**src/mgmt_mode_defs.vh**
```
// Constants for the management port mode selector.
// Assumes inclusion by bare name from the design files.
`ifndef MGMT_MODE_DEFS_VH
`define MGMT_MODE_DEFS_VH
// ==========================================
// Access modes, {bus_select_hi, bus_select_lo}
`define MODE_EEPROM_MASTER 2'h0
`define MODE_I2C_SLAVE     2'h1
`define MODE_SPI_SLAVE     2'h2
`define MODE_FULL_MGMT     2'h3
// ==========================================
// I2C slave address bytes
`define I2C_ADDR_READ      8'hbf
`define I2C_ADDR_WRITE     8'hbe
`define I2C_ADDR_MASK      8'hfe
// ==========================================
// Strap capture settle count after reset release
`define STRAP_SETTLE       4'h3
`endif

```
**src/pin_sync.v**
```verilog
// Two-flop synchroniser for one pin-side level.
// Assumes the input is asynchronous to clk.
`timescale 1ns/1ps
module pin_sync (
  // Clock and reset
  input  wire clk,
  input  wire srst,
  // Level in and out
  input  wire din,
  output wire dout
);
  reg meta_q;  // First stage, read only by second stage
  reg sync_q;  // Second stage, safe to use
  // ==========================================
  // Synchroniser stages
  always @(posedge clk) begin
    if (srst) begin
      meta_q <= 1'b0;
      sync_q <= 1'b0;
    end else begin
      meta_q <= din;
      sync_q <= meta_q;
    end
  end
  assign dout = sync_q;
endmodule

```
**src/management_port_mode_select.v**
```verilog
// Management port mode selector: routes the shared serial pins.
// Assumes clk free runs, srst synchronous; protocol engines are outside.
`timescale 1ns/1ps
`include "mgmt_mode_defs.vh"
// ==========================================
// Design notes
// The strap synchronisers clear with srst, so the captured strap level
// is the one seen in the first few cycles after release. Boards must hold
// the strap levels for at least the settle window after reset ends.
// Mode is frozen once locked_q rises; a new mode needs a fresh srst.
// All pin drives are registered, so every output lags its source by
// one clock; pin inputs lag by two more for the synchroniser.
// Engine inputs come from logic on clk and so pass no synchroniser.
// The data line is open drain: sda_o stays low and only sda_oe moves.
// The link clock is never retimed here, only sampled, so it must run
// well below clk; the sampled copy goes to the slave engines.
// The select edge finder starts from the deselected level so that a
// false transfer start cannot follow reset.
// Mode 11 leaves every serial pin released; MDC/MDIO carry the access.
// Trade-off: the fixed settle count keeps the lock logic tiny, at the
// price of a short window in which strap noise could still be seen.
// Limitation: no protocol checking beyond the I2C address compare is done in this block;
// it steers pins, decodes the address and select fall, and flags which engine owns them.
// ==========================================
// Summary of operation
// - Straps 00: I2C master, drive clock
// - No EEPROM: use defaults plus straps
// - I2C slave answers 0xbf read, 0xbe write
// - Straps 10: SPI slave pin mapping
// - Straps 11: full register space via MDC/MDIO
// - Otherwise MDC/MDIO reach only PHY registers
// - Dual pins sampled just after reset release, outputs once locked
// - Select high tri-states output; fall starts transfer
// - Two straps choose the access mode
module management_port_mode_select (
  // Clock and reset
  input  wire       clk,
  input  wire       srst,
  // Strap pins
  input  wire       bus_select_hi,
  input  wire       bus_select_lo,
  // Serial clock pin
  input  wire       scl_i,
  output reg        scl_o,
  output reg        scl_oe,
  // Serial data pin
  input  wire       sda_i,
  output reg        sda_o,
  output reg        sda_oe,
  // SPI output and select
  output reg        serial_data_out,
  output reg        serial_data_out_oe,
  input  wire       serial_chip_select_n,
  // Dual-purpose strap/output pin
  input  wire       dual_pin_i,
  output reg        dual_pin_o,
  output reg        dual_pin_oe,
  input  wire       dual_func_out,
  output reg        dual_strap,
  // I2C master engine side
  input  wire       eeprom_scl,
  input  wire       eeprom_sda_drive_low,
  input  wire       eeprom_absent,
  output reg        use_reset_defaults,
  // Slave engines side
  input  wire       slave_sda_drive_low,
  input  wire       spi_dout,
  input  wire [7:0] addr_byte,
  input  wire       addr_valid,
  output reg        addr_match,
  output reg        addr_is_read,
  output reg        spi_start,
  output reg        spi_active,
  output reg        serial_clk_in,
  output reg        serial_data_in,
  // Management path steering
  output reg        full_register_mgmt_access,
  output reg        phy_only_mgmt_access,
  output reg  [1:0] mode
);
  // ==========================================
  // Synchronised pins
  wire hi_s, lo_s, scl_s, sda_s, cs_s, dual_s;
  genvar g;
  wire [5:0] raw  = {bus_select_hi, bus_select_lo, scl_i, sda_i, serial_chip_select_n, dual_pin_i};
  wire [5:0] sync;
  generate
    for (g = 0; g < 6; g = g + 1) begin : g_sync
      pin_sync u_sync (
        .clk  (clk),
        .srst (srst),
        .din  (raw[g]),
        .dout (sync[g])
      );
    end
  endgenerate
  assign {hi_s, lo_s, scl_s, sda_s, cs_s, dual_s} = sync;

  reg [1:0] mode_q;     // Latched access mode
  reg       dual_q;     // Latched dual pin strap
  reg       cs_prev_q;  // Select history for edge find
  reg [3:0] settle_q;   // Waits for synchronisers to fill
  reg       locked_q;   // Straps captured
  // ==========================================
  // Strap capture: synchronisers clear in reset, so the value sampled just after
  // release is held, frozen a few cycles later once the synchronisers have filled.
  always @(posedge clk) begin
    if (srst) begin
      settle_q <= 4'h0;
      locked_q <= 1'b0;
      mode_q   <= `MODE_EEPROM_MASTER;
      dual_q   <= 1'b0;
    end else if (!locked_q) begin
      settle_q <= settle_q + 4'h1;
      mode_q   <= {hi_s, lo_s};
      dual_q   <= dual_s;
      if (settle_q == `STRAP_SETTLE)
        locked_q <= 1'b1;
    end
  end
  // ==========================================
  // Pin routing per mode, registered outputs
  always @(posedge clk) begin
    if (srst) begin
      // All pins released while straps are sampled
      scl_o                     <= 1'b0;
      scl_oe                    <= 1'b0;
      sda_o                     <= 1'b0;
      sda_oe                    <= 1'b0;
      serial_data_out           <= 1'b0;
      serial_data_out_oe        <= 1'b0;
      dual_pin_o                <= 1'b0;
      dual_pin_oe               <= 1'b0;
      dual_strap                <= 1'b0;
      // Engine flags quiet
      use_reset_defaults        <= 1'b0;
      addr_match                <= 1'b0;
      addr_is_read              <= 1'b0;
      spi_start                 <= 1'b0;
      spi_active                <= 1'b0;
      serial_clk_in             <= 1'b0;
      serial_data_in            <= 1'b0;
      // No management path until the mode is known
      full_register_mgmt_access <= 1'b0;
      phy_only_mgmt_access      <= 1'b0;
      mode                      <= `MODE_EEPROM_MASTER;
      // Deselected level, so no false start after reset
      cs_prev_q                 <= 1'b1;
    end else begin
      cs_prev_q  <= cs_s;
      mode       <= mode_q;
      dual_strap <= dual_q;
      // Hold the dual pin as input until straps are frozen
      dual_pin_oe <= locked_q;
      dual_pin_o  <= locked_q & dual_func_out;
      full_register_mgmt_access <= locked_q & (mode_q == `MODE_FULL_MGMT);
      phy_only_mgmt_access      <= locked_q & (mode_q != `MODE_FULL_MGMT);
      serial_clk_in  <= scl_s;
      serial_data_in <= sda_s;
      // Defaults; open-drain data only ever drives low
      scl_o              <= 1'b0;
      scl_oe             <= 1'b0;
      sda_o              <= 1'b0;
      sda_oe             <= 1'b0;
      // SPI output released unless selected
      serial_data_out    <= 1'b0;
      serial_data_out_oe <= 1'b0;
      // Pulses and levels fall back each cycle
      use_reset_defaults <= 1'b0;
      addr_match         <= 1'b0;
      addr_is_read       <= 1'b0;
      spi_start          <= 1'b0;
      spi_active         <= 1'b0;
      if (locked_q) begin
        case (mode_q)
          `MODE_EEPROM_MASTER: begin
            scl_o  <= eeprom_scl;
            scl_oe <= 1'b1;
            sda_oe <= eeprom_sda_drive_low;
            use_reset_defaults <= eeprom_absent;
          end
          `MODE_I2C_SLAVE: begin
            // Clock pin left undriven, master owns it
            sda_oe <= slave_sda_drive_low;
            if (addr_valid) begin
              addr_match   <= (addr_byte & `I2C_ADDR_MASK) == `I2C_ADDR_WRITE;
              addr_is_read <= (addr_byte == `I2C_ADDR_READ);
            end
          end
          `MODE_SPI_SLAVE: begin
            spi_active         <= ~cs_s;
            spi_start          <= cs_prev_q & ~cs_s;
            serial_data_out    <= spi_dout;
            serial_data_out_oe <= ~cs_s;
          end
          `MODE_FULL_MGMT: begin
            // Serial pins idle; access goes over MDC/MDIO
          end
          default: begin
          end
        endcase
      end
    end
  end
endmodule

```
**config.mk**
```make
export PLATFORM = sky130hd
export DESIGN_NAME = management_port_mode_select
export DESIGN_NICKNAME = d
export VERILOG_FILES = /design/src/pin_sync.v /design/src/management_port_mode_select.v
export VERILOG_INCLUDE_DIRS = /design/src /design/src/src
export SDC_FILE = /design/constraint.sdc
export NUM_CORES = 1
export LEC_CHECK = 0
export BUFFER_PORTS_ARGS = -buffer_cell sky130_fd_sc_hd__buf_4
export CAP_MARGIN = 25
export CORE_ASPECT_RATIO = 0.75
export CORE_MARGIN = 4
export CORE_UTILIZATION = 35
export DETAILED_ROUTE_END_ITERATION = 16
export MAX_ROUTING_LAYER = met4
export PLACE_DENSITY = 0.57
export SYNTH_ARGS = -nofsm -noshare
export SYNTH_HDL_FRONTEND = slang
export SYNTH_SLANG_ARGS = --single-unit
```
**constraint.sdc**
```tcl
create_clock -name clk -period 2 [get_ports clk]
set_input_delay 0.2 -clock clk [delete_from_list [all_inputs] [get_ports clk]]
set_output_delay 0.2 -clock clk [all_outputs]
set_load 0.05 [all_outputs]
```
# Yosys cells after proc, flatten, opt, wreduce, memory -nomap -nowiden
# Index checks and enable logic that the tools add are counted.
# totals
reg_bits	39
inputBits	23
out_inout_bits	20
word_cells	61
# classes
addsub	1
eq_ne	7
mux	4
bitwise	10
n_reduce_logical	5
# op_table
operator	n
$eq 8x8->1 const B	1
$eq 7x7->1 const B	1
$not 1->1	6
$reduce_or 3->1	2
$add 4x1->4 const B	1
$and 1x1->1	4
$eq 2x2->1 const B	2
$eq 4x2->1 const B	1
$reduce_or 4->1	1
$mux 1	3
$eq 2x1->1 const B	1
$logic_not 2->1	1
$ne 2x2->1 const B	1
$pmux 1 s2	1
$reduce_or 2->1	1

# Longest topological paths before layout
# depth
ltp_word	3
ltp_mapped	4
depth_no_buf	4

# Hierarchy
# A second synthesis with hierarchy kept.
# hier_totals
hier_cells	103
hier_area_um2	1227.4
# by_module_without_submodules
module	instances	cells_each	area_per_inst_um2	seq_area_each_um2
management_port_mode_select	1	79	912.1	540.5
pin_sync	6	4	52.6	40.0

# Least setup slack after synthesis
# No wires, ideal clock.
# synth_path
path_type	register -> output
start	register spi_active
end	output port spi_active
t_arrival_ns	0.894
t_required_ns	1.800
slack_ns	0.906
path_stages_with_launch	2
n_path_buf	1
path_cell_list	dfxtp_1 > buf_4
# synth_rtl
element	line	text
start: declaration	management_port_mode_select.v:73	output reg spi_active,
start signal: assignment	management_port_mode_select.v:191	spi_active <= ~cs_s;
# No word-level cell between the ends.

# Worst setup path after layout
# layout_path
start	register locked_q
end	register use_reset_defaults
# layout_between
elab_chain_len	2
# layout_rtl
element	line	text
start: declaration	management_port_mode_select.v:103	reg locked_q;
start signal: assignment	management_port_mode_select.v:110	locked_q <= 1'b0;
start signal: assignment	management_port_mode_select.v:118	locked_q <= 1'b1;
$not 1->1 (no line)	n/a	
$reduce_or 3->1 (no line)	n/a	
end signal: assignment	management_port_mode_select.v:180	use_reset_defaults <= eeprom_absent;
end: declaration	management_port_mode_select.v:64	output reg use_reset_defaults,
# Every way passes these cells.
# A chain may end at the register's enable or synchronous reset.

==> results.sh <==
export IMPL_outcome="finished clean"
export IMPL_place_gp_congestion=0.685
export IMPL_grt_overflow=0
export IMPL_holdPathEnd="scl_o"
export IMPL_stdcell_area_mm2=0.00163
export IMPL_cts_buffers=5
export IMPL_synth_seq_cells=39
export IMPL_design_power_total_mw=1.55
export IMPL_ioPinCount=43
export IMPL_critPathMaxStageDelay_ns=0.58
export IMPL_synth_top_area_share_pct=64.2
export IMPL_dpl_cell_area_mm2=0.00153
export IMPL_fmax_ghz=0.833
export IMPL_worst_path_stages=3
export IMPL_insertion_delay_ns=0.28
export IMPL_reg2reg_slack_ns=0.80
export IMPL_irDropWorstVdd_mv=0.491
export IMPL_antenna_cells=0
export IMPL_num_rows=18
export IMPL_grt_pass1_wl_mm=3.27
export IMPL_grt_busiest_layer="met2"
export IMPL_met1_usage_pct=11.7
export IMPL_avgSynthCellArea_um2=11.7
export IMPL_drc=0
export IMPL_post_cts_resized_instances=0
export IMPL_cpLargestDelayFamily="flip-flops"
export IMPL_fillers=308
export IMPL_holdWs_ns=0.120
export IMPL_yosysTopAreaCell="dfxtp_1"
export IMPL_crit_path_end_kind="flip-flop"
export IMPL_ys_flop_type="dfxtp_1"
export IMPL_worst_endpoint_arrival_ns=1.42
export IMPL_min_from="eeprom_scl"
export IMPL_instances_no_fill=187
export IMPL_skew_ns=0.00261
export IMPL_grt_max_degree=31
export IMPL_yosys_area_share_simple_pct=23.8
export IMPL_synth_seq_area_share_pct=64.2
export IMPL_min_path_type="in -> reg"
export IMPL_drt_first_iter_violations=16
export IMPL_path_cells="nand2b_1, nor3_2, and2_1"
export IMPL_synth_top_family_by_area="simple AND/OR/NAND/NOR gates"
export IMPL_areaGrowthSynthToFinish_pct=34.1
export IMPL_avgRoutedWirePerCell_um=11.1
export IMPL_ys_types=27
export IMPL_timing_final_ws_setup_ns=0.800
export IMPL_tns_ns=0
export IMPL_synth_common_cells="39 x dfxtp_1, 17 x nor2b_1, 11 x nor2_1, 4 x and2_1"
export IMPL_worst_path_max_delay_cell="dfxtp_1"
export IMPL_syn_nets=128
export IMPL_syn_area_mm2=0.00122
export IMPL_period_minus_slack_ns=1.20
export IMPL_dp_slack_ns=0.813
export IMPL_r2r_start="locked_q"
export IMPL_core_mm2=0.00331
export IMPL_seq_area_um2=781
export IMPL_worstPathMaxFanout=11
export IMPL_synth_edf_count=0
export IMPL_maxCapViolations=0
export IMPL_synth_xor_area_share_pct=2.16
export IMPL_cts_max_level=2
export IMPL_fin_crit_sh_pct=60.0
export IMPL_synth_async_reset_ratio_pct=0
export IMPL_synthMuxAreaShare_pct=2.47
export IMPL_cts_setup_buffers=0
export IMPL_crit_buf_inv=0
export IMPL_rsz0062_at_grt="no"
export IMPL_r2r_end="use_reset_defaults"
export IMPL_first_global_vias=696
export IMPL_finalSetupViolCount=0
export IMPL_drt_wl_total_mm=2.08
export IMPL_grt_usage_pct=9.75
export IMPL_cts_hold_buffers=0
export IMPL_antenna_found_initial=0
export IMPL_cts_root_buf="clkbuf_8"
export IMPL_drive_above_1_share_pct=36.1
export IMPL_die_area_mm2=0.00449
export IMPL_cp_required_ns=2.22
export IMPL_hold_violations=0
export IMPL_use_met3_pct=5.78
export IMPL_p_per_area_mw_per_mm2=950
export IMPL_nets=170
export IMPL_vias=792
export IMPL_multiInputGateArea_um2=388
export IMPL_cts_buffer_depth=2
export IMPL_start_util_pct=36.7
export IMPL_synth_compound_area_share_pct=2.16
export IMPL_drv_slew=0
export IMPL_r2r_cells=3
export IMPL_yosysMostFrequentCell="dfxtp_1"
export IMPL_port_buffers=41
export IMPL_syn_inst=104
export IMPL_grt_util_met2_pct=13.0
export IMPL_ant_nets=0
export IMPL_place_inst=179
export IMPL_die_h_um=59.1
export IMPL_ys_top_cells_by_area="dfxtp_1 64%, nor2b_1 8.7%, nor2_1 3.4%"
export IMPL_cts_sinks=39
export IMPL_synth_adder_area_share_pct=1.03
export IMPL_clkTransAtPathRegs_ns=0.07
export IMPL_finish_utilization_pct=49.2
export IMPL_die_x_um=76.1
export IMPL_dp_final_hpwl_mm=1.50
export IMPL_avgViaCountPerCell=4.24
export IMPL_drtPass1Iterations=3
export IMPL_critPathKind="reg -> reg"
export IMPL_min_path_cells=2
export IMPL_crit_path_start_kind="flip-flop"
export IMPL_p_leak_nw=0.718
export IMPL_cts_tree="yes"
export IMPL_yosys_warnings=0
## worst reg2reg max path, stage by stage, from the launching register on
cell	delay [ns]
dfxtp_1	0.58
nand2b_1	0.18
nor3_2	0.21
and2_1	0.17
## worst max-delay path by stage
stage / start / end
floorplan: spi_active / spi_active
global placement: locked_q / sda_oe
detailed placement: locked_q / use_reset_defaults
CTS: locked_q / use_reset_defaults
global route: locked_q / sda_oe
finish: locked_q / use_reset_defaults
## power breakdown
group / switching, mW / internal, mW / leakage (nW)
registers: 0.0264 / 0.814 / 0.319
clock network: 0.245 / 0.314 / 0.0515
logic: 0.0744 / 0.0736 / 0.348
## cells by family after synthesis
kind of cell,Yosys count
other,1
AO/OA/AOI/OAI,4
buffers and inverters,7
XOR/XNOR,3
flip-flops,39
adder cells (fa/ha/maj),1
multiplexers,3
AND/OR/NAND/NOR,46
## routing by layer
metal	up-vias	part of all wire [%]
met4	0	0.62
met1	347	46
met5	-	0
li1	410	-
met2	33	43
met3	2	10
## layout make-up
class	count	area share, %
flip-flops and latches	39	47.9
clock buffers	8	6.14
inverters	1	0.230
repair buffers	41	18.9
multi-input cells	58	23.8
well taps	40	3.07
## flip-flops by register name, indices dropped and copies added, names as in the netlist, 2 cells and up
signal / flops
g_sync.u_sync.dout: 6
g_sync.u_sync.meta_q: 6
settle_q: 4
mode: 2
mode_q: 2
## cell usage in the layout, fill, tap and decap left out, drive strengths merged
cell / Yosys / final
xor2: 2 / 2
nand4: 1 / 1
inv: 1 / 1
a21oi: 2 / 2
nor2b: 18 / 18
ha: 1 / 1
xnor2: 1 / 1
a22o: 1 / 1
nor4: 2 / 2
mux2i: 3 / 3
conb: 1 / 1
or2: 1 / 1
nor3: 1 / 1
and2: 4 / 4
buf: 6 / 41
a21boi: 1 / 1
nand4b: 2 / 2
nor4b: 1 / 1
and3: 1 / 1
nor2: 11 / 11
clkbuf: 0 / 8
nand2: 1 / 1
nand2b: 3 / 3
dfxtp: 39 / 39
(Power assumes the default switching activity.)
